--- config.mk ---
export PLATFORM = sky130hd
export DESIGN_NAME = cmac_top
export DESIGN_NICKNAME = d
export VERILOG_FILES = /design/src/cmac_pkg.sv /design/src/cmac_region_decode.sv /design/src/cmac_top.sv
export VERILOG_INCLUDE_DIRS = /design/src /design/src/src
export SDC_FILE = /design/constraint.sdc
export NUM_CORES = 1
export LEC_CHECK = 0
export BUFFER_PORTS_ARGS = -buffer_cell sky130_fd_sc_hd__buf_2
export CAP_MARGIN = 20
export CORE_ASPECT_RATIO = 1.5
export CORE_MARGIN = 2
export CORE_UTILIZATION = 30
export CTS_CLUSTER_SIZE = 28
export DETAILED_ROUTE_END_ITERATION = 10
export HOLD_SLACK_MARGIN = 0.1
export PLACE_DENSITY = 0.67
export SYNTH_ARGS = -nofsm -noshare
export SYNTH_HDL_FRONTEND = slang
export SYNTH_SLANG_ARGS = --single-unit
--- constraint.sdc ---
create_clock -name clk -period 3.3 [get_ports clk]
set_clock_uncertainty 0.05 [all_clocks]
set_input_delay 0.165 -clock clk [delete_from_list [all_inputs] [get_ports clk]]
set_output_delay 0.165 -clock clk [all_outputs]
set_load 0.02 [all_outputs]
--- src/cmac_params.svh ---
`ifndef CMAC_PARAMS_SVH
`define CMAC_PARAMS_SVH

// memory partition sizes in bytes
`define CMAC_ROM_APP_BYTES   393216
`define CMAC_ROM_TEST_BYTES  131072
`define CMAC_EE_TOTAL_BYTES  147456
`define CMAC_EE_MFR_BYTES    512
`define CMAC_EE_SUP_BYTES    768
`define CMAC_RAM_FW_BYTES    512
`define CMAC_RAM_GEN_BYTES   5120
`define CMAC_RAM_SHR_BYTES   2688

// vector table placement, all inside rom
`define CMAC_VEC_EXC_BASE    19'h00000
`define CMAC_VEC_IRQ_BASE    19'h00080
`define CMAC_VEC_SVC_BASE    19'h00100
`define CMAC_VEC_APP_RESET   19'h00200
`define CMAC_VEC_BOOT_ENTRY  19'h60000
`define CMAC_VEC_FW_BASE     19'h60100
`define CMAC_VEC_TEST_ENTRY  19'h60400
`define CMAC_VEC_STRIDE_LOG2 2
`define CMAC_EXC_IDX_VIOL    5'h00

// user rights word: bit positions and reset value
`define CMAC_UR_ROM_RD  0
`define CMAC_UR_EE_RD   1
`define CMAC_UR_EE_WR   2
`define CMAC_UR_RAM_GEN 3
`define CMAC_UR_RAM_SHR 4
`define CMAC_UR_SFR_RD  5
`define CMAC_UR_SFR_WR  6
`define CMAC_UR_RESET   7'h00

// test lock input sync reset level (locked is the safe value)
`define CMAC_LOCK_SYNC_RESET 1'b1

`endif

--- src/cmac_pkg.sv ---
package cmac_pkg;

  typedef enum logic [2:0] {
    CMAC_M_BOOT,
    CMAC_M_TEST,
    CMAC_M_FW,
    CMAC_M_SYS,
    CMAC_M_USER
  } cmac_mode_t;

  typedef enum logic [1:0] {
    CMAC_SP_ROM,
    CMAC_SP_EE,
    CMAC_SP_RAM,
    CMAC_SP_SFR
  } cmac_space_t;

  typedef enum logic [3:0] {
    CMAC_R_ROM_APP,
    CMAC_R_ROM_TEST,
    CMAC_R_EE_MFR,
    CMAC_R_EE_SUP,
    CMAC_R_EE_APP,
    CMAC_R_RAM_FW,
    CMAC_R_RAM_GEN,
    CMAC_R_RAM_SHR,
    CMAC_R_SFR,
    CMAC_R_NONE
  } cmac_region_t;

  typedef enum logic [2:0] {
    CMAC_J_EXC,
    CMAC_J_IRQ,
    CMAC_J_FIRMWARE_ENTRY_VECTOR,
    CMAC_J_SYSTEM_CALL_VECTOR,
    CMAC_J_RET,
    CMAC_J_USER,
    CMAC_J_BOOT_DONE
  } cmac_jump_kind_t;

  typedef struct packed {
    logic        valid;
    logic        write;
    cmac_space_t space;
    logic [18:0] addr;
  } cmac_acc_t;

  typedef struct packed {
    logic            valid;
    cmac_jump_kind_t kind;
    logic [4:0]      index;
    logic [18:0]     target;
  } cmac_jump_t;

endpackage : cmac_pkg

--- src/cmac_region_decode.sv ---
`timescale 1ns/1ns
`include "cmac_params.svh"

// maps a space and byte address onto its protection region
module cmac_region_decode
  import cmac_pkg::*;
#(
  parameter int EE_BYTES = `CMAC_EE_TOTAL_BYTES
)(
  input  cmac_space_t  space,
  input  wire [18:0]   addr,
  output cmac_region_t region
);

  localparam logic [18:0] ROM_SPLIT = 19'(`CMAC_ROM_APP_BYTES);
  localparam logic [19:0] ROM_END   = 20'(`CMAC_ROM_APP_BYTES + `CMAC_ROM_TEST_BYTES);
  localparam logic [18:0] EE_MFR_E  = 19'(`CMAC_EE_MFR_BYTES);
  localparam logic [18:0] EE_SUP_E  = 19'(`CMAC_EE_MFR_BYTES + `CMAC_EE_SUP_BYTES);
  localparam logic [18:0] EE_END    = 19'(EE_BYTES);
  localparam logic [18:0] RAM_FW_E  = 19'(`CMAC_RAM_FW_BYTES);
  localparam logic [18:0] RAM_GEN_E = 19'(`CMAC_RAM_FW_BYTES + `CMAC_RAM_GEN_BYTES);
  localparam logic [18:0] RAM_END   = 19'(`CMAC_RAM_FW_BYTES + `CMAC_RAM_GEN_BYTES + `CMAC_RAM_SHR_BYTES);

  // fixed partition; addresses past the end fall into no region
  always_comb
  begin
    region = CMAC_R_NONE;
    case (space)
      CMAC_SP_ROM:
      begin
        if (addr < ROM_SPLIT)               region = CMAC_R_ROM_APP;
        else if ({1'b0, addr} < ROM_END)    region = CMAC_R_ROM_TEST;
      end
      CMAC_SP_EE:
      begin
        if (addr < EE_MFR_E)                region = CMAC_R_EE_MFR;
        else if (addr < EE_SUP_E)           region = CMAC_R_EE_SUP;
        else if (addr < EE_END)             region = CMAC_R_EE_APP;
      end
      CMAC_SP_RAM:
      begin
        if (addr < RAM_FW_E)                region = CMAC_R_RAM_FW;
        else if (addr < RAM_GEN_E)          region = CMAC_R_RAM_GEN;
        else if (addr < RAM_END)            region = CMAC_R_RAM_SHR;
      end
      CMAC_SP_SFR: region = CMAC_R_SFR;
      default:     region = CMAC_R_NONE;
    endcase
  end

endmodule : cmac_region_decode

--- src/cmac_top.sv ---
`timescale 1ns/1ns
`include "cmac_params.svh"

// Functional notes
// - five modes; boot, test and firmware together form the super-system group.
// - system and user software reach super modes only through firmware vectors.
// - while test is not locked, each reset ends in test mode in test rom.
// - once test is locked, each reset ends in system mode; test unreachable.
// - system mode reaches every application resource and every sfr.
// - user mode limited by rights word that only system mode may write.
// - each exception and interrupt jumps to its own fixed rom vector.
// - eight firmware vectors; jumping to one enters firmware mode.
// - thirty-two system call vectors; jumping to one enters system mode.
// - test mode reads and writes every memory region freely.
// - boot and firmware reach test rom, maker and support eeprom, firmware ram.
// - system and user reach application rom, eeprom, ram and sfrs only.
// - rom splits into 384 kbyte application and 128 kbyte test parts.
// - eeprom keeps 512 maker bytes and 768 support software bytes.
// - ram keeps 512 firmware bytes, the rest for application.
// - application ram is general plus shared; coprocessor reaches shared only.
// - coprocessor access to shared ram skips all mode and rights checks.
module cmac_top
  import cmac_pkg::*;
#(
  parameter int EE_BYTES = `CMAC_EE_TOTAL_BYTES
)(
  input  wire         clk,
  input  wire         rst,
  input  wire         test_lock_pin,
  input  cmac_acc_t   cpu_acc,
  output logic        acc_grant,
  output logic        acc_deny,
  input  cmac_jump_t  cpu_jump,
  output logic        jump_ack,
  output logic        pc_load,
  output logic [18:0] pc_target,
  input  wire         rights_wr,
  input  wire  [6:0]  rights_data,
  output logic        rights_ack,
  input  wire         cop_valid,
  input  wire  [18:0] cop_addr,
  output logic        cop_grant,
  output logic        cop_deny,
  output cmac_mode_t  mode,
  output logic        super_mode,
  output logic        test_locked
);

  cmac_mode_t   mode_ff;
  cmac_mode_t   nxt_mode;
  cmac_mode_t   caller_ff;
  logic [18:0]  pc_ff;
  logic [18:0]  nxt_pc;
  logic         pc_load_ff;
  logic         nxt_pc_load;
  logic [6:0]   rights_ff;
  logic         lock_s1_ff;
  logic         lock_s2_ff;
  logic         lock_s3_ff;
  logic         locked_ff;
  cmac_region_t cpu_region;
  cmac_region_t cop_region;
  logic         jump_ok;

  // vector address from table base and slot number
  function automatic logic [18:0] vec_addr(input logic [18:0] base, input logic [4:0] idx);
    vec_addr = base + {12'h000, idx, 2'b00};
  endfunction : vec_addr

  // permission of one cpu access for a mode and rights word
  function automatic logic cpu_allowed(input cmac_mode_t m, input cmac_region_t r,
                                       input logic wr, input logic [6:0] ur);
    logic ok;
    ok = 1'b0;
    case (m)
      CMAC_M_TEST: ok = (r != CMAC_R_NONE);
      CMAC_M_BOOT,
      CMAC_M_FW:
        ok = (r == CMAC_R_ROM_TEST && !wr) || r == CMAC_R_EE_MFR || r == CMAC_R_EE_SUP
             || r == CMAC_R_RAM_FW || r == CMAC_R_SFR;
      CMAC_M_SYS:
        ok = (r == CMAC_R_ROM_APP && !wr) || r == CMAC_R_EE_APP || r == CMAC_R_RAM_GEN
             || r == CMAC_R_RAM_SHR || r == CMAC_R_SFR;
      CMAC_M_USER:
        case (r)
          CMAC_R_ROM_APP: ok = !wr && ur[`CMAC_UR_ROM_RD];
          CMAC_R_EE_APP:  ok = wr ? ur[`CMAC_UR_EE_WR] : ur[`CMAC_UR_EE_RD];
          CMAC_R_RAM_GEN: ok = ur[`CMAC_UR_RAM_GEN];
          CMAC_R_RAM_SHR: ok = ur[`CMAC_UR_RAM_SHR];
          CMAC_R_SFR:     ok = wr ? ur[`CMAC_UR_SFR_WR] : ur[`CMAC_UR_SFR_RD];
          default:        ok = 1'b0;
        endcase
      default: ok = 1'b0;
    endcase
    cpu_allowed = ok;
  endfunction : cpu_allowed

  cmac_region_decode #(.EE_BYTES(EE_BYTES)) u_cpu_dec (
    .space  (cpu_acc.space),
    .addr   (cpu_acc.addr),
    .region (cpu_region)
  );

  cmac_region_decode #(.EE_BYTES(EE_BYTES)) u_cop_dec (
    .space  (CMAC_SP_RAM),
    .addr   (cop_addr),
    .region (cop_region)
  );

  // lock fuse level crosses in from outside; three stages, change taken when 2 and 3 agree
  always_ff @(posedge clk)
  begin
    if (rst)
    begin
      lock_s1_ff <= `CMAC_LOCK_SYNC_RESET;
      lock_s2_ff <= `CMAC_LOCK_SYNC_RESET;
      lock_s3_ff <= `CMAC_LOCK_SYNC_RESET;
    end
    else
    begin
      lock_s1_ff <= test_lock_pin;
      lock_s2_ff <= lock_s1_ff;
      lock_s3_ff <= lock_s2_ff;
    end
  end

  // filtered lock; follows the filter in boot, once set outside boot it holds until reset, so a glitch cannot reopen test
  always_ff @(posedge clk)
  begin
    if (rst)
      locked_ff <= `CMAC_LOCK_SYNC_RESET;
    else if (lock_s2_ff == lock_s3_ff && (lock_s3_ff || mode_ff == CMAC_M_BOOT))
      locked_ff <= lock_s3_ff | (locked_ff & (mode_ff != CMAC_M_BOOT));
  end

  // cpu access check; blocked accesses never reach the memories
  always_comb
  begin
    acc_grant = cpu_acc.valid && cpu_allowed(mode_ff, cpu_region, cpu_acc.write, rights_ff);
    acc_deny  = cpu_acc.valid && !acc_grant;
  end

  // coprocessor sees only shared ram, independent of cpu mode and rights
  always_comb
  begin
    cop_grant = cop_valid && (cop_region == CMAC_R_RAM_SHR);
    cop_deny  = cop_valid && !cop_grant;
  end

  // which jump requests are legal in the present mode; a violation in the same cycle wins
  always_comb
  begin
    jump_ok = 1'b0;
    case (cpu_jump.kind)
      CMAC_J_EXC,
      CMAC_J_IRQ:       jump_ok = 1'b1;
      CMAC_J_FIRMWARE_ENTRY_VECTOR:      jump_ok = (cpu_jump.index[4:3] == 2'b00);
      CMAC_J_SYSTEM_CALL_VECTOR:      jump_ok = (mode_ff != CMAC_M_BOOT);
      CMAC_J_RET:       jump_ok = (mode_ff == CMAC_M_FW);
      CMAC_J_USER:      jump_ok = (mode_ff == CMAC_M_SYS);
      CMAC_J_BOOT_DONE: jump_ok = (mode_ff == CMAC_M_BOOT);
      default:          jump_ok = 1'b0;
    endcase
    jump_ack = cpu_jump.valid && jump_ok && !acc_deny;
  end

  // next mode and program counter
  always_comb
  begin
    nxt_mode    = mode_ff;
    nxt_pc      = pc_ff;
    nxt_pc_load = 1'b0;
    if (acc_deny)
    begin
      nxt_pc      = vec_addr(`CMAC_VEC_EXC_BASE, `CMAC_EXC_IDX_VIOL);
      nxt_pc_load = 1'b1;
      if (mode_ff != CMAC_M_TEST)
        nxt_mode = CMAC_M_SYS;
    end
    else if (jump_ack)
    begin
      nxt_pc_load = 1'b1;
      case (cpu_jump.kind)
        CMAC_J_EXC:
        begin
          nxt_pc = vec_addr(`CMAC_VEC_EXC_BASE, cpu_jump.index);
          if (mode_ff != CMAC_M_TEST)
            nxt_mode = CMAC_M_SYS;
        end
        CMAC_J_IRQ:
        begin
          nxt_pc = vec_addr(`CMAC_VEC_IRQ_BASE, cpu_jump.index);
          if (mode_ff != CMAC_M_TEST)
            nxt_mode = CMAC_M_SYS;
        end
        CMAC_J_FIRMWARE_ENTRY_VECTOR:
        begin
          nxt_pc   = vec_addr(`CMAC_VEC_FW_BASE, cpu_jump.index);
          nxt_mode = CMAC_M_FW;
        end
        CMAC_J_SYSTEM_CALL_VECTOR:
        begin
          nxt_pc   = vec_addr(`CMAC_VEC_SVC_BASE, cpu_jump.index);
          nxt_mode = CMAC_M_SYS;
        end
        CMAC_J_RET:
        begin
          nxt_pc   = cpu_jump.target;
          nxt_mode = caller_ff;
        end
        CMAC_J_USER:
        begin
          nxt_pc   = cpu_jump.target;
          nxt_mode = CMAC_M_USER;
        end
        CMAC_J_BOOT_DONE:
        begin
          if (locked_ff)
          begin
            nxt_pc   = `CMAC_VEC_APP_RESET;
            nxt_mode = CMAC_M_SYS;
          end
          else
          begin
            nxt_pc   = `CMAC_VEC_TEST_ENTRY;
            nxt_mode = CMAC_M_TEST;
          end
        end
        default: nxt_pc_load = 1'b0;
      endcase
    end
  end

  // mode state; reset always passes through boot first
  always_ff @(posedge clk)
  begin
    if (rst)
      mode_ff <= CMAC_M_BOOT;
    else
      mode_ff <= nxt_mode;
  end

  // caller mode saved on firmware entry from outside firmware; a user caller returns to user, any other caller to system
  always_ff @(posedge clk)
  begin
    if (rst)
      caller_ff <= CMAC_M_SYS;
    else if (jump_ack && cpu_jump.kind == CMAC_J_FIRMWARE_ENTRY_VECTOR && mode_ff != CMAC_M_FW)
      caller_ff <= (mode_ff == CMAC_M_USER) ? CMAC_M_USER : CMAC_M_SYS;
  end

  // jump target and its one-cycle load strobe
  always_ff @(posedge clk)
  begin
    if (rst)
    begin
      pc_ff      <= `CMAC_VEC_BOOT_ENTRY;
      pc_load_ff <= 1'b0;
    end
    else
    begin
      pc_ff      <= nxt_pc;
      pc_load_ff <= nxt_pc_load;
    end
  end

  // user rights word, writable only from system mode
  always_ff @(posedge clk)
  begin
    if (rst)
      rights_ff <= `CMAC_UR_RESET;
    else if (rights_wr && mode_ff == CMAC_M_SYS)
      rights_ff <= rights_data;
  end

  assign rights_ack  = rights_wr && (mode_ff == CMAC_M_SYS);
  assign pc_load     = pc_load_ff;
  assign pc_target   = pc_ff;
  assign mode        = mode_ff;
  assign super_mode  = (mode_ff == CMAC_M_BOOT) || (mode_ff == CMAC_M_TEST) || (mode_ff == CMAC_M_FW);
  assign test_locked = locked_ff;
endmodule : cmac_top

==> results.md, run 1 <==
- Share of the synthesized area in the top cell type: 33.7%
- Synth top area cells: dfxtp_1, nand2_1, a21oi_1
- Fmax: 332 MHz
- Cts bufs inserted: 5
- Die Width: 73.0 um
- Dpl ws: 0.274 ns
- Yosys warnings: 0
- TritonCTS clock tree: yes
- Setup TNS after final layout: 0 ns
- Worst EP required: 3.08 ns
- Least-Margin Pin Slew: 0.633 ns
- Antenna viol nets, final: 0
- First-pass GRT wire length: 10100 um
- Final wirelength: 6380 um
- Final Cycle Share: 91.3%
- Number of DRC markers in iteration 0: 112
- DR vias/cell: 5.24
- RSZ-0062 raised after global routing: false
- Synth Instances: 270
- Most common cell in the netlist: nand2_1
- GRT Overall Usage: 16.3%
- Crit-path max FO: 10
- #FFs+latches synth: 36
- Sequential element share of the synthesized area: 33.7%
- Worst hold-check path type: in -> reg
- Routed vias: 2407
- Pwr Total: 1130 uW
- Cell Pwr Density: 381 nW/um^2
- Dpl hpwl: 4640 um
- Final GP Congestion: 0.880
- Area leader, netlist: dfxtp_1
- EDFF count, synth: 0
- Max-cap violations: 0
- Register Area: 721 sq um
- Min Tclk post-route: 3.01 ns
- Syn nets: 352
- Syn_area_per_cell: 7.92 sq um
- Boundary Pins: 113
- Die Area: 7840 sq um
- Setup WS post-layout: 0.287 ns
- Wire per inst: 13.9 um
- Crit Path Category: in -> out
- Clock Latency Late Sink: 0.29 ns
- Share of layout cells above drive strength 1: 36.7%
- Initial Utilization: 31.0%
- VDD IR max: 0.250 mV
- Post-synth top cells: nand2_1, dfxtp_1, a21oi_1, nor2_1
- Number of global-route vias before repair: 2206
- Critical Path AT: 2.80 ns
- Area of the multi-input gates: 1300 sq um
- Antenna violations before repair: 0
- CTS H-tree depth: 2
- Clk pin slew, worst setup/hold paths: 0.07 ns
- Post CTS Setup Buffer Count: 0
- Core Util, Final: 42.9%
- Antenna cell count: 0
- Post-Syn Area: 2140 sq um
- Nets: 463
- Asr flop ratio synth: 0%
- Overflow after GRT: 0
- Ys flop type: dfxtp_1
- Final setup fails: 0
- Setup crit end kind: output port
- Placed cell area: 2700 sq um
- DR DRC count: 0
- Filler instances: 699
- Leakage power: 0.00127 uW
- Status: complete, no violations
- CP Launch Type: primary input
- Fin area: 2960 sq um
- Root Buffer: clkbuf_8
- Fin. max-slew vios: 0
- CORE AREA: 6900 sq um
- Sink Count: 36
- Largest net degree at the start of global routing: 26
- Port-buffer cells: 98
- Deepest clock path buffer count: 2
- Netlist cell types: 60
- Die height: 107 um
- FP Rows: 37
- DRT Pass-1 Iters: 4
- Area Growth Syn to Fin: 38.2%
- Rel. slew slack: 57.4%
- Final Hold Viols: 0
-- final timing paths --
path,startpoint,slack [ns],depth (start not counted),end
setup / recovery,cpu_acc[11],0.29,11,jump_ack
setup reg to reg,mode[1]$_SDFFE_PP0P_,0.79,9,pc_target[5]$_SDFFE_PP0P_
hold reg to reg,lock_s1_ff$_SDFF_PP1_,0.36,1,lock_s2_ff$_SDFF_PP1_
hold / removal,cpu_jump[6],0.12,3,pc_target[6]$_SDFFE_PP0P_
-- sequential cells by signal, indices dropped and copies added (netlist names) --
signal,flops
pc_target,19
pc_load,1
lock_s2_ff,1
test_locked,1
lock_s1_ff,1
rights_ff,7
lock_s3_ff,1
mode,3
caller_ff,2
-- metal layers --
metal  part of all wire (%)  vias up  GRT usage [%]
li1                       -     1214              -
met5                      0        -              0
met1                     39     1113           17.3
met4                    1.9        0           6.75
met3                    4.5        9           2.15
met2                     54       71           31.0
-- what timing repair did --
item	in CTS	in global routing
setup endpoints to repair	0	0
hold endpoints to repair	16	0
hold buffers	16	0
gates resized for setup	0	0
-- critical path: stages --
cell and delay (ns):
buf_2 0.11, or4_1 0.60, o31ai_1 0.41, a22oi_1 0.27, a311oi_1 0.27, mux2i_1 0.15, o221ai_2 0.25, nand4b_4 0.24
inv_1 0.13, nor2_1 0.05, buf_2 0.16
-- kinds of logic after synthesis --
family	synth area share, %
compound gates	29.7
flops	33.7
buf+inv	5.91
mux	2.34
simple gates	28.0
xor+xnor	0.409
-- metrics by stage --
step	std cells	hold slack, ns
after global routing	459	0.138
after floorplan	270	0.219
after CTS	459	0.118
after global placement	436	0.300
after detailed placement	436	0.301
final	459	0.123
-- report_power, final --
part | switching, uW | total (uW) | internal [uW]
combinational | 179 | 311 | 132
clock | 152 | 338 | 186
sequential | 20.6 | 477 | 457
-- cell type report --
| class | count | share of cell area (%) |
|---|---|---|
| Multi-Input combinational cell | 207 | 43.8 |
| Tap cell | 78 | 3.30 |
| Timing Repair Buffer | 119 | 23.7 |
| Inverter | 12 | 1.52 |
| Clock buffer | 7 | 3.26 |
| Sequential cell | 36 | 24.4 |
-- cells in the final DEF, fill, tap and decap left out, types with 2 or more instances in the layout --
cell and n:
or3_4 3, dfxtp_1 36, nor3_1 10, a21o_2 2
nor4_1 4, nand3_1 12, dlygate4sd3_1 16, mux2i_1 5
or4_1 2, a21oi_2 9, or3_1 2, a211oi_1 2
nor2_1 16, buf_2 98, o21a_1 2, o21ai_0 9
clkbuf_8 7, o31ai_1 3, and2_1 3, o211ai_1 5
inv_1 10, a21oi_1 23, a311oi_1 3, a31oi_1 5
a221oi_1 5, nor2b_1 4, or2_2 4, and3_1 3
a32oi_1 2, nand2_1 42, buf_4 4
(Power assumes the default switching activity.)
==> run 2, diff against run 1 <==
CORE_ASPECT_RATIO = not set   (was 1.5)
PLACE_DENSITY = not set   (was 0.67)
PLACE_DENSITY_LB_ADDON = 0.3   (was not set)
==> run 2 against run 1 <==
  * Global-route usage shrank 1.1 points
  * Fmax shrank 2.1%
  * Non-clock buffer count increased by 2
  * Core utilization up 0.51 points
  * Critical endpoint unchanged
  * Largest cell class unchanged
  * Sequential power is 1% lower
  * Sequential cell count did not move
  * Critical path type unchanged
  * Clock power is 16% lower
==> results.md, run 2 (synthesis results as in run 1) <==
- Cell internal pwr: 733 uW
- Port-buffer cells: 98
- Antenna violations before repair: 0
- Least-Margin Pin Slew: 0.683 ns
- Die height: 88.5 um
- Die Width: 88.5 um
- Leakage power: 0.00126 uW
- Routed vias: 2358
- Setup crit end kind: output port
- Wire per inst: 12.3 um
- FP Rows: 30
- Fin cells: 479
- Final setup fails: 0
- Setup WS post-layout: 0.222 ns
- Cts bufs inserted: 5
- Worst hold margin: 0.116 ns
- Boundary Pins: 113
- Crit-path max FO: 10
- Most frequent cells in the layout: buf_2, nand2_1, dfxtp_1, a21oi_1
- Clk pin slew, worst setup/hold paths: 0.07 ns
- Sink Count: 36
- Antenna cell count: 0
- Critical Path AT: 2.86 ns
- CORE AREA: 6830 sq um
- Initial Utilization: 31.3%
- Min Tclk post-route: 3.08 ns
- Die Area: 7820 sq um
- Overflow after GRT: 0
- R2r setup slk: 0.74 ns
- Placed cell area: 2730 sq um
- Cts repair resizes: 0
- CP Launch Point: cpu_acc[11]
- Clock power frac: 26.6%
- Final GP Congestion: 0.822
- Dpl ws: 0.159 ns
- Worst Setup EP: jump_ack
- R2R cell count: 10
- Status: complete, no violations
- Nets: 465
- R2r endpoint: pc_target[4]$_SDFFE_PP0P_
- Met3 wire len: 236 um
- Combinational Power Share: 29.4%
- Highest routed layer: met4
- Number of DRC markers in iteration 0: 96
- CP Launch Type: primary input
- Fin. max-slew vios: 0
- Fin area: 2960 sq um
- Placed cell count: 456
- VDD IR max: 0.164 mV
- Worst EP required: 3.08 ns
- CTS H-tree depth: 2
- Post-Route M1 WL: 2690 um
- WL met2: 2890 um
- RSZ-0062 raised after global routing: false
- Max-cap violations: 0
- Root Buffer: clkbuf_8
- DR DRC count: 0
- Area Growth Syn to Fin: 38.5%
- Net Sw Frac: 31.5%
- Number of global-route vias before repair: 2180
- Setup TNS after final layout: 0 ns
- DR vias/cell: 4.92
- Final wirelength: 5900 um
- Sw Pwr: 337 uW
- Clock Latency Late Sink: 0.28 ns
- Dpl hpwl: 4530 um
- Crit Path Category: in -> out
- Antenna viol nets, final: 0
- Most common cell after layout, fill and taps aside: buf_2
- Final Cycle Share: 93.3%
- Final Hold Viols: 0
- GRT Overall Usage: 15.2%
- Deepest clock path buffer count: 2
- Cell Pwr Density: 361 nW/um^2
- Seq pwr share: 44.0%
- DRT Pass-1 Iters: 4
- Hold Path Origin: cpu_jump[6]
- Max reg flops: 19
- First-pass GRT wire length: 9540 um
- Largest net degree at the start of global routing: 21
- Worst hold-check path type: in -> reg
- Reg2reg start: mode[2]$_SDFFE_PP0P_
- Rel. slew slack: 54.0%
- Share of layout cells above drive strength 1: 36.8%
- Fmax: 325 MHz
- TritonCTS clock tree: yes
[run 2: routing by layer]
layer,vias up,GRT usage (%)
met4,0,4.55
met2,56,25.3
li1,1216,-
met1,1080,20.1
met3,6,2.71
met5,-,0
[run 2: power groups by stage]
stage | Clock, uW | Combinational (uW) | Sequential, uW
final | 285 | 315 | 470
after floorplan | 0 | 172 | 502
after global routing | 319 | 351 | 473
after detailed placement | 0 | 302 | 480
after CTS | 300 | 317 | 470
after global placement | 0 | 297 | 479
[run 2: critical path, cell delays in order]
cell and delay (ns):
buf_2 0.11, or4_1 0.60, o31ai_1 0.43, a22oi_1 0.27, a2111o_1 0.34, mux2i_1 0.20
o221ai_2 0.17, nand4b_4 0.19, inv_1 0.08, nor2_1 0.12, buf_2 0.18
[run 2: repair_timing]
action | in CTS | in global routing
hold endpoints to repair | 16 | 0
hold buffers | 16 | 0
setup buffers | 0 | 0
[run 2: layout make-up]
type | instances | area (sq um)
fillers | 735 | 3870
multi-input cells | 207 | 1300
flip-flops and latches | 36 | 721
repair buffers | 121 | 703
well taps | 96 | 120
clock buffers | 6 | 72.6
inverters | 12 | 45.0
clock inverters | 1 | 5.00
[run 2: worst min-delay path by stage]
stage          slack [ns]  cells after the start                         to
2_1_floorplan        0.22                      1      lock_s1_ff$_SDFF_PP1_
3_3_place_gp         0.30                      2      lock_s1_ff$_SDFF_PP1_
3_5_place_dp         0.30                      2      lock_s1_ff$_SDFF_PP1_
4_1_cts              0.11                      3  pc_target[8]$_SDFFE_PP0P_
5_1_grt              0.12                      3  pc_target[8]$_SDFFE_PP0P_
6_report             0.12                      3  pc_target[6]$_SDFFE_PP0P_
[run 2: stage by stage]
stage,util (%),power [uW]
final,43.4,1070
after global routing,43.4,1140
after CTS,43.4,1090
after detailed placement,39.9,782
after global placement,39.9,776
after floorplan,-,674
